**src/esec_pkg.sv**
```systemverilog
// Shared constants and types for the edge-separation and encoder counter
package esec_pkg;

	// Clocking: the system clock stands in for the internal timebase
	localparam int unsigned CLK_HZ = 50_000_000;
	localparam int unsigned TB_INT_HZ = 100_000_000;
	localparam int unsigned TB_STEP_INT = TB_INT_HZ / CLK_HZ;
	localparam logic [31:0] TB_STEP = 32'(TB_STEP_INT);

	// Register byte offsets
	localparam logic [7:0] OFS_CTRL = 8'h00;
	localparam logic [7:0] OFS_RELOAD = 8'h04;
	localparam logic [7:0] OFS_DATA = 8'h08;
	localparam logic [7:0] OFS_STATUS = 8'h0C;
	localparam logic [7:0] OFS_COUNT = 8'h10;

	// Control register fields
	localparam int CTRL_START = 0;
	localparam int CTRL_MODE_LSB = 1;
	localparam int CTRL_TIMING_LSB = 4;
	localparam int CTRL_BEGIN_EDGE = 6;
	localparam int CTRL_END_EDGE = 7;
	localparam int CTRL_ARM_EN = 8;
	localparam int CTRL_ARM_EDGE = 9;
	localparam int CTRL_IDX_EN = 10;
	localparam int CTRL_IDX_PH_LSB = 11;
	localparam int CTRL_TB_SEL = 13;
	localparam int CTRL_SMP_EDGE = 14;
	localparam logic [31:0] CTRL_WMASK = 32'h0000_7FFF;
	localparam logic [31:0] CTRL_RST = 32'h0000_0000;
	localparam logic [31:0] RELOAD_RST = 32'h0000_0000;
	localparam logic [31:0] COUNT_RST = 32'h0000_0000;

	// Status register fields
	localparam int SB_RUN = 0;
	localparam int SB_ARMWAIT = 1;
	localparam int SB_HOLD = 2;
	localparam int SB_EMPTY = 3;
	localparam int SB_FULL = 4;
	localparam int SB_OVF = 5;
	localparam int SB_LEVEL_LSB = 8;

	// Positions of the synchronised inputs
	localparam int IN_BEGIN = 0;
	localparam int IN_END = 1;
	localparam int IN_A = 2;
	localparam int IN_B = 3;
	localparam int IN_Z = 4;
	localparam int IN_ARM = 5;
	localparam int IN_SMP = 6;
	localparam int IN_TB = 7;

	typedef enum logic [2:0] {
		MODE_SEP = 3'b000,
		MODE_X1 = 3'b001,
		MODE_X2 = 3'b010,
		MODE_X4 = 3'b011,
		MODE_TWO = 3'b100
	} esec_mode_t;

	typedef enum logic [1:0] {
		TIM_DEMAND = 2'b00,
		TIM_IMPLICIT = 2'b01,
		TIM_SAMPLE = 2'b10
	} esec_timing_t;

	typedef enum logic [2:0] {
		ST_IDLE = 3'b000,
		ST_ARM = 3'b001,
		ST_WAIT_BEGIN = 3'b010,
		ST_MEASURE = 3'b011,
		ST_HOLD = 3'b100,
		ST_COUNT = 3'b101
	} esec_state_t;

endpackage

```
**src/esec_counter.sv**
```systemverilog
// Counter channel: two-edge separation and encoder position, APB registers
`timescale 1ns/1ns
module esec_counter #(
	parameter int unsigned FIFO_AW = 4
) (
	// Clock and reset
	input wire logic clk_i,
	input wire logic rst_n_i,
	// APB slave
	input wire logic psel_i,
	input wire logic penable_i,
	input wire logic pwrite_i,
	input wire logic [7:0] paddr_i,
	input wire logic [31:0] pwdata_i,
	output logic [31:0] prdata_o,
	output logic pready_o,
	output logic pslverr_o,
	// Edge-separation inputs
	input wire logic begin_sig_i,
	input wire logic end_sig_i,
	// Encoder inputs
	input wire logic enc_a_i,
	input wire logic enc_b_i,
	input wire logic enc_z_i,
	// Trigger, sample clock and external timebase
	input wire logic arm_trig_i,
	input wire logic sample_clk_i,
	input wire logic ext_timebase_i
);
	function automatic logic edge_hit(input logic rise, input logic fall,
		input logic sel);
		edge_hit = sel ? fall : rise;
	endfunction

	// Input synchronisers: s1 feeds only s2, edges come from s2 vs s3
	logic [7:0] raw_in;
	logic [7:0] s1_r;
	logic [7:0] s2_r;
	logic [7:0] s3_r;
	logic [7:0] rise;
	logic [7:0] fall;

	assign raw_in = {ext_timebase_i, sample_clk_i, arm_trig_i, enc_z_i,
		enc_b_i, enc_a_i, end_sig_i, begin_sig_i};
	assign rise = s2_r & ~s3_r;
	assign fall = ~s2_r & s3_r;

	always_ff @(posedge clk_i) begin
		if (!rst_n_i) begin
			s1_r <= 8'h00;
			s2_r <= 8'h00;
			s3_r <= 8'h00;
		end else begin
			s1_r <= raw_in;
			s2_r <= s1_r;
			s3_r <= s2_r;
		end
	end

	// Registers and their fields
	logic [31:0] ctrl_r;
	logic [31:0] reload_r;
	logic [2:0] mode_bits;
	logic [1:0] timing_bits;
	logic begin_sel;
	logic end_sel;
	logic arm_en;
	logic arm_sel;
	logic idx_en;
	logic [1:0] idx_phase;
	logic tb_sel;
	logic smp_sel;
	logic pos_mode;

	assign mode_bits = ctrl_r[esec_pkg::CTRL_MODE_LSB +: 3];
	assign timing_bits = ctrl_r[esec_pkg::CTRL_TIMING_LSB +: 2];
	assign begin_sel = ctrl_r[esec_pkg::CTRL_BEGIN_EDGE];
	assign end_sel = ctrl_r[esec_pkg::CTRL_END_EDGE];
	assign arm_en = ctrl_r[esec_pkg::CTRL_ARM_EN];
	assign arm_sel = ctrl_r[esec_pkg::CTRL_ARM_EDGE];
	assign idx_en = ctrl_r[esec_pkg::CTRL_IDX_EN];
	assign idx_phase = ctrl_r[esec_pkg::CTRL_IDX_PH_LSB +: 2];
	assign tb_sel = ctrl_r[esec_pkg::CTRL_TB_SEL];
	assign smp_sel = ctrl_r[esec_pkg::CTRL_SMP_EDGE];
	assign pos_mode = (mode_bits != esec_pkg::MODE_SEP);

	// APB decode; every access takes one wait state
	logic pready_r;
	logic pslverr_r;
	logic [31:0] prdata_r;
	logic apb_acc;
	logic apb_first;
	logic apb_done;
	logic hit_ctrl;
	logic hit_reload;
	logic hit_data;
	logic hit_status;
	logic hit_count;
	logic mapped;
	logic wr_ctrl;
	logic wr_reload;
	logic rd_data;
	logic start_pulse;
	logic stop_pulse;

	assign apb_acc = psel_i & penable_i;
	assign apb_first = apb_acc & ~pready_r;
	assign apb_done = apb_acc & pready_r;
	assign hit_ctrl = (paddr_i == esec_pkg::OFS_CTRL);
	assign hit_reload = (paddr_i == esec_pkg::OFS_RELOAD);
	assign hit_data = (paddr_i == esec_pkg::OFS_DATA);
	assign hit_status = (paddr_i == esec_pkg::OFS_STATUS);
	assign hit_count = (paddr_i == esec_pkg::OFS_COUNT);
	assign mapped = hit_ctrl | hit_reload | hit_data | hit_status | hit_count;
	assign wr_ctrl = apb_done & pwrite_i & hit_ctrl;
	assign wr_reload = apb_done & pwrite_i & hit_reload;
	assign rd_data = apb_done & ~pwrite_i & hit_data;
	assign start_pulse = wr_ctrl & pwdata_i[esec_pkg::CTRL_START]
		& ~ctrl_r[esec_pkg::CTRL_START];
	assign stop_pulse = wr_ctrl & ~pwdata_i[esec_pkg::CTRL_START];
	assign prdata_o = prdata_r;
	assign pready_o = pready_r;
	assign pslverr_o = pslverr_r;

	always_ff @(posedge clk_i) begin
		if (!rst_n_i) begin
			ctrl_r <= esec_pkg::CTRL_RST;
			reload_r <= esec_pkg::RELOAD_RST;
		end else begin
			if (wr_ctrl) begin
				ctrl_r <= pwdata_i & esec_pkg::CTRL_WMASK;
			end
			if (wr_reload) begin
				reload_r <= pwdata_i;
			end
		end
	end

	// Qualified events
	esec_pkg::esec_state_t state_r;
	esec_pkg::esec_state_t state_nxt;
	logic begin_hit;
	logic end_hit;
	logic arm_go;
	logic smp_hit;
	logic running;
	logic [31:0] tick_amt;
	logic [31:0] meas_r;
	logic [31:0] meas_sum;

	assign begin_hit = edge_hit(rise[esec_pkg::IN_BEGIN],
		fall[esec_pkg::IN_BEGIN], begin_sel);
	assign end_hit = edge_hit(rise[esec_pkg::IN_END],
		fall[esec_pkg::IN_END], end_sel);
	assign arm_go = ~arm_en | edge_hit(rise[esec_pkg::IN_ARM],
		fall[esec_pkg::IN_ARM], arm_sel);
	assign running = (state_r != esec_pkg::ST_IDLE)
		& (state_r != esec_pkg::ST_ARM);
	assign smp_hit = running & (timing_bits == esec_pkg::TIM_SAMPLE)
		& edge_hit(rise[esec_pkg::IN_SMP], fall[esec_pkg::IN_SMP], smp_sel);
	// Internal timebase runs at twice the system clock, so each clock adds
	// two ticks; an external timebase adds one per synchronised rising edge
	assign tick_amt = tb_sel ? {31'b0, rise[esec_pkg::IN_TB]}
		: esec_pkg::TB_STEP;
	assign meas_sum = meas_r + tick_amt;

	// Channel sequencer; stop wins over anything else
	always_comb begin
		state_nxt = state_r;
		unique case (state_r)
			esec_pkg::ST_IDLE: begin
				if (start_pulse) begin
					state_nxt = esec_pkg::ST_ARM;
				end
			end
			esec_pkg::ST_ARM: begin
				if (arm_go) begin
					state_nxt = pos_mode ? esec_pkg::ST_COUNT
						: esec_pkg::ST_WAIT_BEGIN;
				end
			end
			esec_pkg::ST_WAIT_BEGIN: begin
				if (begin_hit) begin
					state_nxt = esec_pkg::ST_MEASURE;
				end
			end
			esec_pkg::ST_MEASURE: begin
				if (end_hit) begin
					state_nxt = (timing_bits == esec_pkg::TIM_DEMAND)
						? esec_pkg::ST_HOLD : esec_pkg::ST_WAIT_BEGIN;
				end
			end
			esec_pkg::ST_HOLD: begin
				if (rd_data) begin
					state_nxt = esec_pkg::ST_WAIT_BEGIN;
				end
			end
			esec_pkg::ST_COUNT: begin
				state_nxt = esec_pkg::ST_COUNT;
			end
			default: begin
				state_nxt = esec_pkg::ST_IDLE;
			end
		endcase
		if (stop_pulse) begin
			state_nxt = esec_pkg::ST_IDLE;
		end
	end

	// Separation measurement and result holding
	logic meas_done;
	logic [31:0] hold_r;
	logic [31:0] last_r;
	logic last_vld_r;

	assign meas_done = (state_r == esec_pkg::ST_MEASURE) & end_hit;

	always_ff @(posedge clk_i) begin
		if (!rst_n_i) begin
			state_r <= esec_pkg::ST_IDLE;
			meas_r <= 32'h0000_0000;
			hold_r <= 32'h0000_0000;
			last_r <= 32'h0000_0000;
			last_vld_r <= 1'b0;
		end else begin
			state_r <= state_nxt;
			if (state_r == esec_pkg::ST_WAIT_BEGIN) begin
				meas_r <= 32'h0000_0000;
			end else if (state_r == esec_pkg::ST_MEASURE) begin
				meas_r <= meas_sum;
			end
			if (meas_done && timing_bits == esec_pkg::TIM_DEMAND) begin
				hold_r <= meas_sum;
			end
			if (start_pulse) begin
				last_vld_r <= 1'b0;
			end else if (meas_done) begin
				last_r <= meas_sum;
				last_vld_r <= 1'b1;
			end
		end
	end

	// Encoder decoding from synchronised levels
	logic a_now;
	logic b_now;
	logic a_chg;
	logic b_chg;
	logic a_only;
	logic b_only;
	logic a_up;
	logic b_up;
	logic step_inc;
	logic step_dec;
	logic reload_hit;
	logic [31:0] count_r;

	assign a_now = s2_r[esec_pkg::IN_A];
	assign b_now = s2_r[esec_pkg::IN_B];
	assign a_chg = a_now ^ s3_r[esec_pkg::IN_A];
	assign b_chg = b_now ^ s3_r[esec_pkg::IN_B];
	// A change of both channels at once is an illegal quadrature step
	assign a_only = a_chg & ~b_chg;
	assign b_only = b_chg & ~a_chg;
	assign a_up = a_now ^ b_now;
	assign b_up = ~(a_now ^ b_now);

	always_comb begin
		step_inc = 1'b0;
		step_dec = 1'b0;
		unique case (mode_bits)
			esec_pkg::MODE_X1: begin
				step_inc = a_only & a_now & ~b_now;
				step_dec = a_only & ~a_now & ~b_now;
			end
			esec_pkg::MODE_X2: begin
				step_inc = a_only & a_up;
				step_dec = a_only & ~a_up;
			end
			esec_pkg::MODE_X4: begin
				step_inc = (a_only & a_up) | (b_only & b_up);
				step_dec = (a_only & ~a_up) | (b_only & ~b_up);
			end
			esec_pkg::MODE_TWO: begin
				step_inc = rise[esec_pkg::IN_A] & ~rise[esec_pkg::IN_B];
				step_dec = rise[esec_pkg::IN_B] & ~rise[esec_pkg::IN_A];
			end
			default: begin
				step_inc = 1'b0;
				step_dec = 1'b0;
			end
		endcase
	end

	// A step on entry into the phase goes first; the load lands one clock
	// later, while the encoder still sits in that phase
	assign reload_hit = idx_en & s2_r[esec_pkg::IN_Z]
		& ({a_now, b_now} == idx_phase)
		& ~step_inc & ~step_dec;

	always_ff @(posedge clk_i) begin
		if (!rst_n_i) begin
			count_r <= esec_pkg::COUNT_RST;
		end else if (start_pulse) begin
			count_r <= esec_pkg::COUNT_RST;
		end else if (state_r == esec_pkg::ST_COUNT) begin
			if (step_inc) begin
				count_r <= count_r + 32'h0000_0001;
			end else if (step_dec) begin
				count_r <= count_r - 32'h0000_0001;
			end else if (reload_hit) begin
				count_r <= reload_r;
			end
		end
	end

	// Result buffer feed and drain
	logic fifo_push;
	logic [31:0] fifo_wdata;
	logic fifo_pop;
	logic [31:0] fifo_head;
	logic fifo_empty;
	logic fifo_full;
	logic [FIFO_AW:0] fifo_level;
	logic ovf_r;
	logic imp_push;
	logic smp_push;

	assign imp_push = meas_done & (timing_bits == esec_pkg::TIM_IMPLICIT)
		& ~pos_mode;
	assign smp_push = smp_hit & (pos_mode | last_vld_r);
	assign fifo_push = imp_push | smp_push;
	assign fifo_wdata = pos_mode ? count_r
		: (imp_push ? meas_sum : last_r);
	assign fifo_pop = rd_data & (timing_bits != esec_pkg::TIM_DEMAND);

	esec_fifo #(
		.W(32),
		.AW(FIFO_AW)
	) u_fifo (
		.clk_i(clk_i),
		.rst_n_i(rst_n_i),
		.clear_i(start_pulse),
		.push_i(fifo_push),
		.data_i(fifo_wdata),
		.pop_i(fifo_pop),
		.data_o(fifo_head),
		.empty_o(fifo_empty),
		.full_o(fifo_full),
		.level_o(fifo_level)
	);

	// Results are dropped, not overwritten, when the buffer is full
	always_ff @(posedge clk_i) begin
		if (!rst_n_i) begin
			ovf_r <= 1'b0;
		end else if (fifo_push && fifo_full) begin
			ovf_r <= 1'b1;
		end else if (start_pulse) begin
			ovf_r <= 1'b0;
		end
	end

	// Read data
	logic [31:0] data_word;
	logic [31:0] status_word;
	logic [31:0] rd_mux;

	always_comb begin
		if (timing_bits != esec_pkg::TIM_DEMAND) begin
			data_word = fifo_empty ? 32'h0000_0000 : fifo_head;
		end else if (pos_mode) begin
			data_word = count_r;
		end else begin
			data_word = (state_r == esec_pkg::ST_HOLD) ? hold_r
				: 32'h0000_0000;
		end
	end

	always_comb begin
		status_word = 32'h0000_0000;
		status_word[esec_pkg::SB_RUN] = running;
		status_word[esec_pkg::SB_ARMWAIT] = (state_r == esec_pkg::ST_ARM);
		status_word[esec_pkg::SB_HOLD] = (state_r == esec_pkg::ST_HOLD);
		status_word[esec_pkg::SB_EMPTY] = fifo_empty;
		status_word[esec_pkg::SB_FULL] = fifo_full;
		status_word[esec_pkg::SB_OVF] = ovf_r;
		status_word[esec_pkg::SB_LEVEL_LSB +: FIFO_AW+1] = fifo_level;
	end

	assign rd_mux = ({32{hit_ctrl}} & ctrl_r)
		| ({32{hit_reload}} & reload_r)
		| ({32{hit_data}} & data_word)
		| ({32{hit_status}} & status_word)
		| ({32{hit_count}} & count_r);

	always_ff @(posedge clk_i) begin
		if (!rst_n_i) begin
			pready_r <= 1'b0;
			pslverr_r <= 1'b0;
			prdata_r <= 32'h0000_0000;
		end else begin
			pready_r <= apb_first;
			pslverr_r <= apb_first & ~mapped;
			if (apb_first && !pwrite_i) begin
				prdata_r <= rd_mux;
			end
		end
	end
endmodule

```
**src/esec_fifo.sv**
```systemverilog
// Result buffer: small FIFO with a registered head word
`timescale 1ns/1ns
module esec_fifo #(
	parameter int unsigned W = 32,
	parameter int unsigned AW = 4
) (
	// Clock and reset
	input wire logic clk_i,
	input wire logic rst_n_i,
	// Fill side
	input wire logic clear_i,
	input wire logic push_i,
	input wire logic [W-1:0] data_i,
	// Drain side
	input wire logic pop_i,
	output logic [W-1:0] data_o,
	output logic empty_o,
	output logic full_o,
	output logic [AW:0] level_o
);
	localparam int unsigned DEPTH = 1 << AW;

	logic [W-1:0] mem [DEPTH];
	logic [AW-1:0] wptr_r;
	logic [AW-1:0] rptr_r;
	logic [AW:0] cnt_r;
	logic [W-1:0] head_r;
	logic push_ok;
	logic pop_ok;
	logic [AW-1:0] rptr_nxt;

	assign push_ok = push_i & (cnt_r != DEPTH[AW:0]);
	assign pop_ok = pop_i & (cnt_r != '0);
	assign rptr_nxt = rptr_r + AW'(pop_ok);
	assign data_o = head_r;
	assign empty_o = (cnt_r == '0);
	assign full_o = (cnt_r == DEPTH[AW:0]);
	assign level_o = cnt_r;

	always_ff @(posedge clk_i) begin
		if (push_ok) begin
			mem[wptr_r] <= data_i;
		end
	end

	// Forward a word written straight into the head slot, so a read never
	// sees a stale head after a push into an empty buffer
	always_ff @(posedge clk_i) begin
		if (push_ok && wptr_r == rptr_nxt) begin
			head_r <= data_i;
		end else begin
			head_r <= mem[rptr_nxt];
		end
	end

	always_ff @(posedge clk_i) begin
		if (!rst_n_i || clear_i) begin
			wptr_r <= '0;
			rptr_r <= '0;
			cnt_r <= '0;
		end else begin
			wptr_r <= wptr_r + AW'(push_ok);
			rptr_r <= rptr_nxt;
			cnt_r <= cnt_r + (AW+1)'(push_ok) - (AW+1)'(pop_ok);
		end
	end
endmodule

```
**config.mk**
```make
export PLATFORM = sky130hd
export DESIGN_NAME = esec_counter
export DESIGN_NICKNAME = d
export VERILOG_FILES = /design/src/esec_pkg.sv /design/src/esec_counter.sv /design/src/esec_fifo.sv
export SDC_FILE = /design/constraint.sdc
export NUM_CORES = 1
export LEC_CHECK = 0
export BUFFER_PORTS_ARGS = -buffer_cell sky130_fd_sc_hd__buf_2
export CORE_UTILIZATION = 30
export DETAILED_ROUTE_END_ITERATION = 10
export PLACE_DENSITY = 0.45
export SYNTH_ARGS = -nofsm -noshare
export SYNTH_HDL_FRONTEND = slang
export SYNTH_SLANG_ARGS = --single-unit
```
**constraint.sdc**
```tcl
create_clock -name clk_i -period 11.06 [get_ports clk_i]
set_input_delay 2.212 -clock clk_i [delete_from_list [all_inputs] [get_ports clk_i]]
set_output_delay 2.212 -clock clk_i [all_outputs]
set_load 0.005 [all_outputs]
```
After elaboration in Yosys (flattened, before gate mapping)
Memory sizes are Yosys's and may differ from the RTL's. A register that Yosys moved wholly into a read port is not among the register bits.
Cells that the tools add are included.
- register bits after elaboration: 251
- output and inout bits: 34
- memory bits (writable): 512
- input bits: 53
- memories kept: 1
- memory list (memory ; words ; bits a word ; read ports ; clocked after Yosys merged registers in ; write ports ; line ; source):
    u_fifo.mem ; 16 ; 32 ; 1 ; 1 ; 1 ; esec_fifo.sv:23 ; logic [W-1:0] mem [DEPTH];
- muxes and demuxes: 28
- reduce and logical (&&, ||, !) cells: 22
- eq/ne operators: 24
- bitwise operators: 81
- add/subtract/negate cells: 7
- operator list (operator ; number):
    32-bit two-way mux ; 9
    32-bit OR ; 4
    32-bit bitwise AND ; 3
    1-bit bitwise AND ; 38
    32-bit by 1-bit adder with 32-bit output (second input constant) ; 1
    32-bit by 2-bit adder with 32-bit output ; 1
    32-bit by 13-bit bitwise AND with 32-bit output ; 1
    32-bit by 15-bit bitwise AND with 32-bit output ; 1
    32-bit by 1-bit subtractor with 32-bit output (second input constant) ; 1
    3-bit two-way mux ; 7
    1-bit NOT ; 18
    3-bit one-hot mux with 6 select lines ; 1
    8-bit by 4-bit == test with 1-bit output (second input constant) ; 2
    3-bit by 2-bit == test with 1-bit output (second input constant) ; 4
    3-bit == test (second input constant) ; 3
    1-bit OR ; 9
    3-bit nonzero test ; 3
    4-bit by 1-bit adder with 4-bit output ; 2
    8-bit bitwise AND ; 1
    8-bit by 3-bit == test with 1-bit output (second input constant) ; 1
    8-bit by 5-bit == test with 1-bit output (second input constant) ; 1
    8-bit zero test ; 1
    1-bit two-way mux ; 8
    2-bit inequality test (second input constant) ; 4
    27 further kinds ; 38

Logic depth before layout (Yosys ltp)
- depth in word-level cells: 12
- depth in mapped cells: 14
- gate-level depth less buffers: 14

Cells and area by module
Synthesis repeated with hierarchy kept, for this count alone.
- cell total of the unflattened synthesis: 2579
- area total of the unflattened synthesis: 32735.1 µm²
- by module, submodules not included (module ; cells an instance ; area each (µm²) ; instances):
    esec_fifo ; 881 ; 19952.9 ; 1
    esec_counter ; 1698 ; 12782.3 ; 1

Worst setup path after synthesis
No wires, ideal clock.
- kind: in2reg
- from: input port paddr_i[1]
- to: register u_fifo.cnt_r[4] (netlist: u_fifo.level_o[4])
- slack: 6.095 ns
- buffers on the path: 1
- stages on the path: 13
- data arrival time: 4.896 ns
- setup time: 0.070 ns
- path through: or4_1 -> clkbuf_1 -> or4_1 -> nor3_2 -> xor2_1 -> ha_1 -> inv_1 -> fa_1 -> inv_1 -> a21oi_1 -> nor2_1 -> or3_1 -> a21oi_1
- longest elaborated chain between the ends: 5
- ends and longest elaborated chain (what ; line ; source):
    from (decl) ; esec_counter.sv:13 ; input wire logic [7:0] paddr_i,
    8-bit by 4-bit == test with 1-bit output / 8-bit zero test (equally long branches) ; esec_counter.sv:111, esec_counter.sv:109 ;
    1-bit bitwise AND (on tied branches) ; esec_counter.sv:117, esec_counter.sv:115 ;
    1-bit bitwise AND (on tied branches) ; esec_counter.sv:335, esec_counter.sv:118 ;
    1-bit bitwise AND (on tied branches) ; esec_fifo.sv:33, esec_counter.sv:119 ;
    5-bit by 1-bit subtractor with 5-bit output / 1-bit logical OR (equally long branches) ; esec_fifo.sv:64, esec_fifo.sv:57 ;
    to (signal assigned) ; esec_fifo.sv:64 ; cnt_r <= cnt_r + (AW+1)'(push_ok) - (AW+1)'(pop_ok);
    to (decl) ; esec_fifo.sv:26 ; logic [AW:0] cnt_r;
Several ways; a longest one is shown, not always the timed one.
A chain may end at the register's enable or synchronous reset.

Worst setup path after layout
- from: input port rst_n_i
- to: register count_r[28]
- longest elaborated chain between the ends: 2
- ends and longest elaborated chain (what ; line ; source):
    from (decl) ; esec_counter.sv:8 ; input wire logic rst_n_i,
    1-bit NOT (no line) ; - ;
    2-bit OR reduction (no line) ; - ;
    to (signal assigned) ; esec_counter.sv:303 ; count_r <= esec_pkg::COUNT_RST;
    to (signal assigned) ; esec_counter.sv:305 ; count_r <= esec_pkg::COUNT_RST;
    to (signal assigned) ; esec_counter.sv:308 ; count_r <= count_r + 32'h0000_0001;
    to (decl) ; esec_counter.sv:256 ; logic [31:0] count_r;
Every way passes these cells.

==> results.json <==
{
  "status": "completed",
  "final-hold-violation-count": 0,
  "fin_nets": 2600,
  "synthTopCellsByCount": "edfxtp_1, dfxtp_1, nand2_1, nor2_1, mux4_2",
  "synth_area_mm2": 0.0330,
  "tightest_slew_ns": 1.24,
  "synth_nets": 2563,
  "maxCapViolations": 0,
  "root_buffer": "clkbuf_16",
  "ctsHoldBuffers": 0,
  "pre_cts_slack_ns": 5.30,
  "async_flop_share": 0,
  "cts_buffers": 84,
  "vias": 21600,
  "coreArea_mm2": 0.109,
  "dpl.hpwl_um": 60900,
  "die_y_um": 333,
  "drt-pass1-iter-count": 5,
  "p_leak_nw": 12.1,
  "grt_pass1_vias": 21600,
  "vias_per_cell": 5.39,
  "drc": 0,
  "irDropWorstVdd_v": 0.0000893,
  "yosys-top-cells-area": "edfxtp_1, dfxtp_1, mux4_2",
  "gp_congestion": 0.858,
  "min_to": "s2_r[6]$_SDFF_PN0_",
  "wl_um": 99500,
  "hold_class": "flip-flop to flip-flop",
  "layout_min_cycle_time_ns": 5.14,
  "worst_slack_ns": 5.92,
  "drv_slew": 0,
  "dp.cells": 3859,
  "cts.clk_slew.worst_paths_ns": 0.06,
  "finalPower_mw": 5.85,
  "reg2reg_to": "prdata_o[31]$_SDFFE_PN0P_",
  "start_util": 0.303,
  "yosys_warnings": 0,
  "ys_types": 81,
  "period_share": 0.465,
  "cts.sinks": 766,
  "port_buffers": 86,
  "whs_path_depth": 1,
  "power_density_mw_per_mm2": 155,
  "synth_edf_count": 512,
  "ys_seq_area_frac": 0.621,
  "insertion_delay_ns": 0.65,
  "ys_seq_elements": 766,
  "clk_path_buf_depth": 3,
  "startpoint_type": "input pin",
  "arrival_ns": 5.71,
  "hold_path.startpoint": "s1_r[6]$_SDFF_PN0_",
  "boundaryPins": 87,
  "cp_max_fo": 73,
  "wl_per_cell_um": 24.8,
  "reg2reg_setup_slack_ns": 7.03,
  "max_freq_mhz": 194,
  "die-width_um": 333,
  "synthFlopType": "edfxtp_1",
  "htree_levels": 3,
  "setup_violations": 0,
  "worstSetupPathType": "input pin to flip-flop",
  "antenna_found_initial": 2,
  "rr_worst_depth": 8,
  "cts_setup_buffers": 0,
  "required_ns": 11.63,
  "end_kind": "flip-flop",
  "fin_cells": 4015,
  "synth_top_cell_by_area": "edfxtp_1",
  "setup_tns_ns": 0,
  "rows": 121,
  "grt_max_degree": 74,
  "synth_most_common_cell": "edfxtp_1",
  "cts_tree": "built",
  "gr-usage-all-layers": 0.178,
  "grt_first_pass_wirelength_um": 147000,
  "syn2layout_area_growth_pct": 14.5,
  "drtIter0Drc": 1863,
  "postRouteAntennaNets": 0,
  "synthCells": 2494,
  "synth_top_cell_area_share": 0.466,
  "cts_resized": 0,
  "syn_area_per_cell_um2": 13.2,
  "clock_skew_ns": 0.0182,
  "grt_overflow_total": 0,
  "slew_headroom": 0.166,
  "hold-worst-slack_ns": 0.435,
  "die_area_mm2": 0.111,
  "drive_gt1_frac": 0.186,
  "rsz0062_at_grt": "no"
}
placed cells by master, fill, tap and decap left out, types with 32 or more instances in the layout:
cell type	instances
xor2_1	39
a221oi_1	34
dfxtp_1	250
nor2_1	152
o21ai_0	98
clkbuf_16	85
and2_1	41
buf_4	64
nand4_1	32
a211oi_1	56
nand2_1	217
edfxtp_1	512
mux4_2	161
a21oi_1	133
a22oi_1	35
nand3_1	49
buf_2	86
xnor2_1	40
inv_1	57
o22ai_1	39
routing by layer:
| layer | vias to the layer above | track usage | wire, µm |
|---|---|---|---|
| met5 | - | 0 | 0 |
| met4 | 0 | 0.0490 | 2180 |
| met3 | 137 | 0.0231 | 5230 |
| met2 | 656 | 0.287 | 47100 |
| met1 | 11200 | 0.249 | 44900 |
| li1 | 9644 | - | - |
metrics by stage:
| stage | utilization | cell area, µm² |
|---|---|---|
| 4_1_cts | 0.347 | 37700 |
| 3_3_place_gp | 0.322 | 35000 |
| 2_1_floorplan | - | 33000 |
| 3_5_place_dp | 0.322 | 35000 |
| 6_report | 0.347 | 37700 |
| 5_1_grt | 0.347 | 37700 |
kinds of logic after synthesis:
kind of cell               count (synthesis)  synth area share
DFF                                      766             0.621
and+or+nand+nor                          657            0.0974
AOI/OAI and AO/OA                        542             0.108
buffers and inverters                    257            0.0316
muxes                                    177             0.115
xor gates and xnor gates                  79            0.0210
adders and majority gates                 16           0.00653
flip-flops by register name, indices dropped and copies added (netlist names), 3 cells and up, named ones only:
| signal | count |
|---|---|
| last_r | 32 |
| u_fifo.level_o | 5 |
| meas_r | 32 |
| hold_r | 32 |
| u_fifo.wptr_r | 4 |
| ctrl_r | 15 |
| u_fifo.mem | 512 |
| s2_r | 8 |
| prdata_o | 32 |
| s1_r | 8 |
| u_fifo.rptr_r | 4 |
| reload_r | 32 |
| count_r | 32 |
| s3_r | 7 |
| state_r | 3 |
how the worst max path moves through the flow:
stage / startpoint / endpoint / slack (ns)
floorplan: paddr_i[1] / u_fifo.level_o[4]$_SDFF_PP0_ / 6.09
global placement: rst_n_i / count_r[28]$_SDFFE_PP0P_ / 5.37
detailed placement: rst_n_i / count_r[28]$_SDFFE_PP0P_ / 5.30
CTS: rst_n_i / count_r[28]$_SDFFE_PP0P_ / 5.98
global route: rst_n_i / count_r[28]$_SDFFE_PP0P_ / 5.68
finish: rst_n_i / count_r[28]$_SDFFE_PP0P_ / 5.92
where the power goes:
group          internal, mW  total, mW  switching [mW]
sequential             3.03       3.03         0.00841
combinational        0.0235     0.0660          0.0425
clock                  1.58       2.75            1.17
total                  4.63       5.85            1.22
area by class of cell:
| cell class | instances | area (µm²) |
|---|---|---|
| sequential | 766 | 20500 |
| clock buffer | 119 | 2380 |
| antenna | 2 | 5.00 |
| tap | 1414 | 1770 |
| timing repair buffer | 150 | 911 |
| fill | 10500 | 71100 |
| clock inverter | 35 | 317 |
| inverter | 58 | 219 |
| multi-input combinational | 1471 | 11700 |
worst max-delay path: stages:
cell,delay (ns)
buf_2,0.08
buf_4,0.58
clkinv_2,0.69
buf_4,0.56
a31o_2,0.56
a211oi_4,0.59
o2111ai_1,0.22
o211ai_1,0.14
No activity file was read; power rests on OpenSTA's default activity.
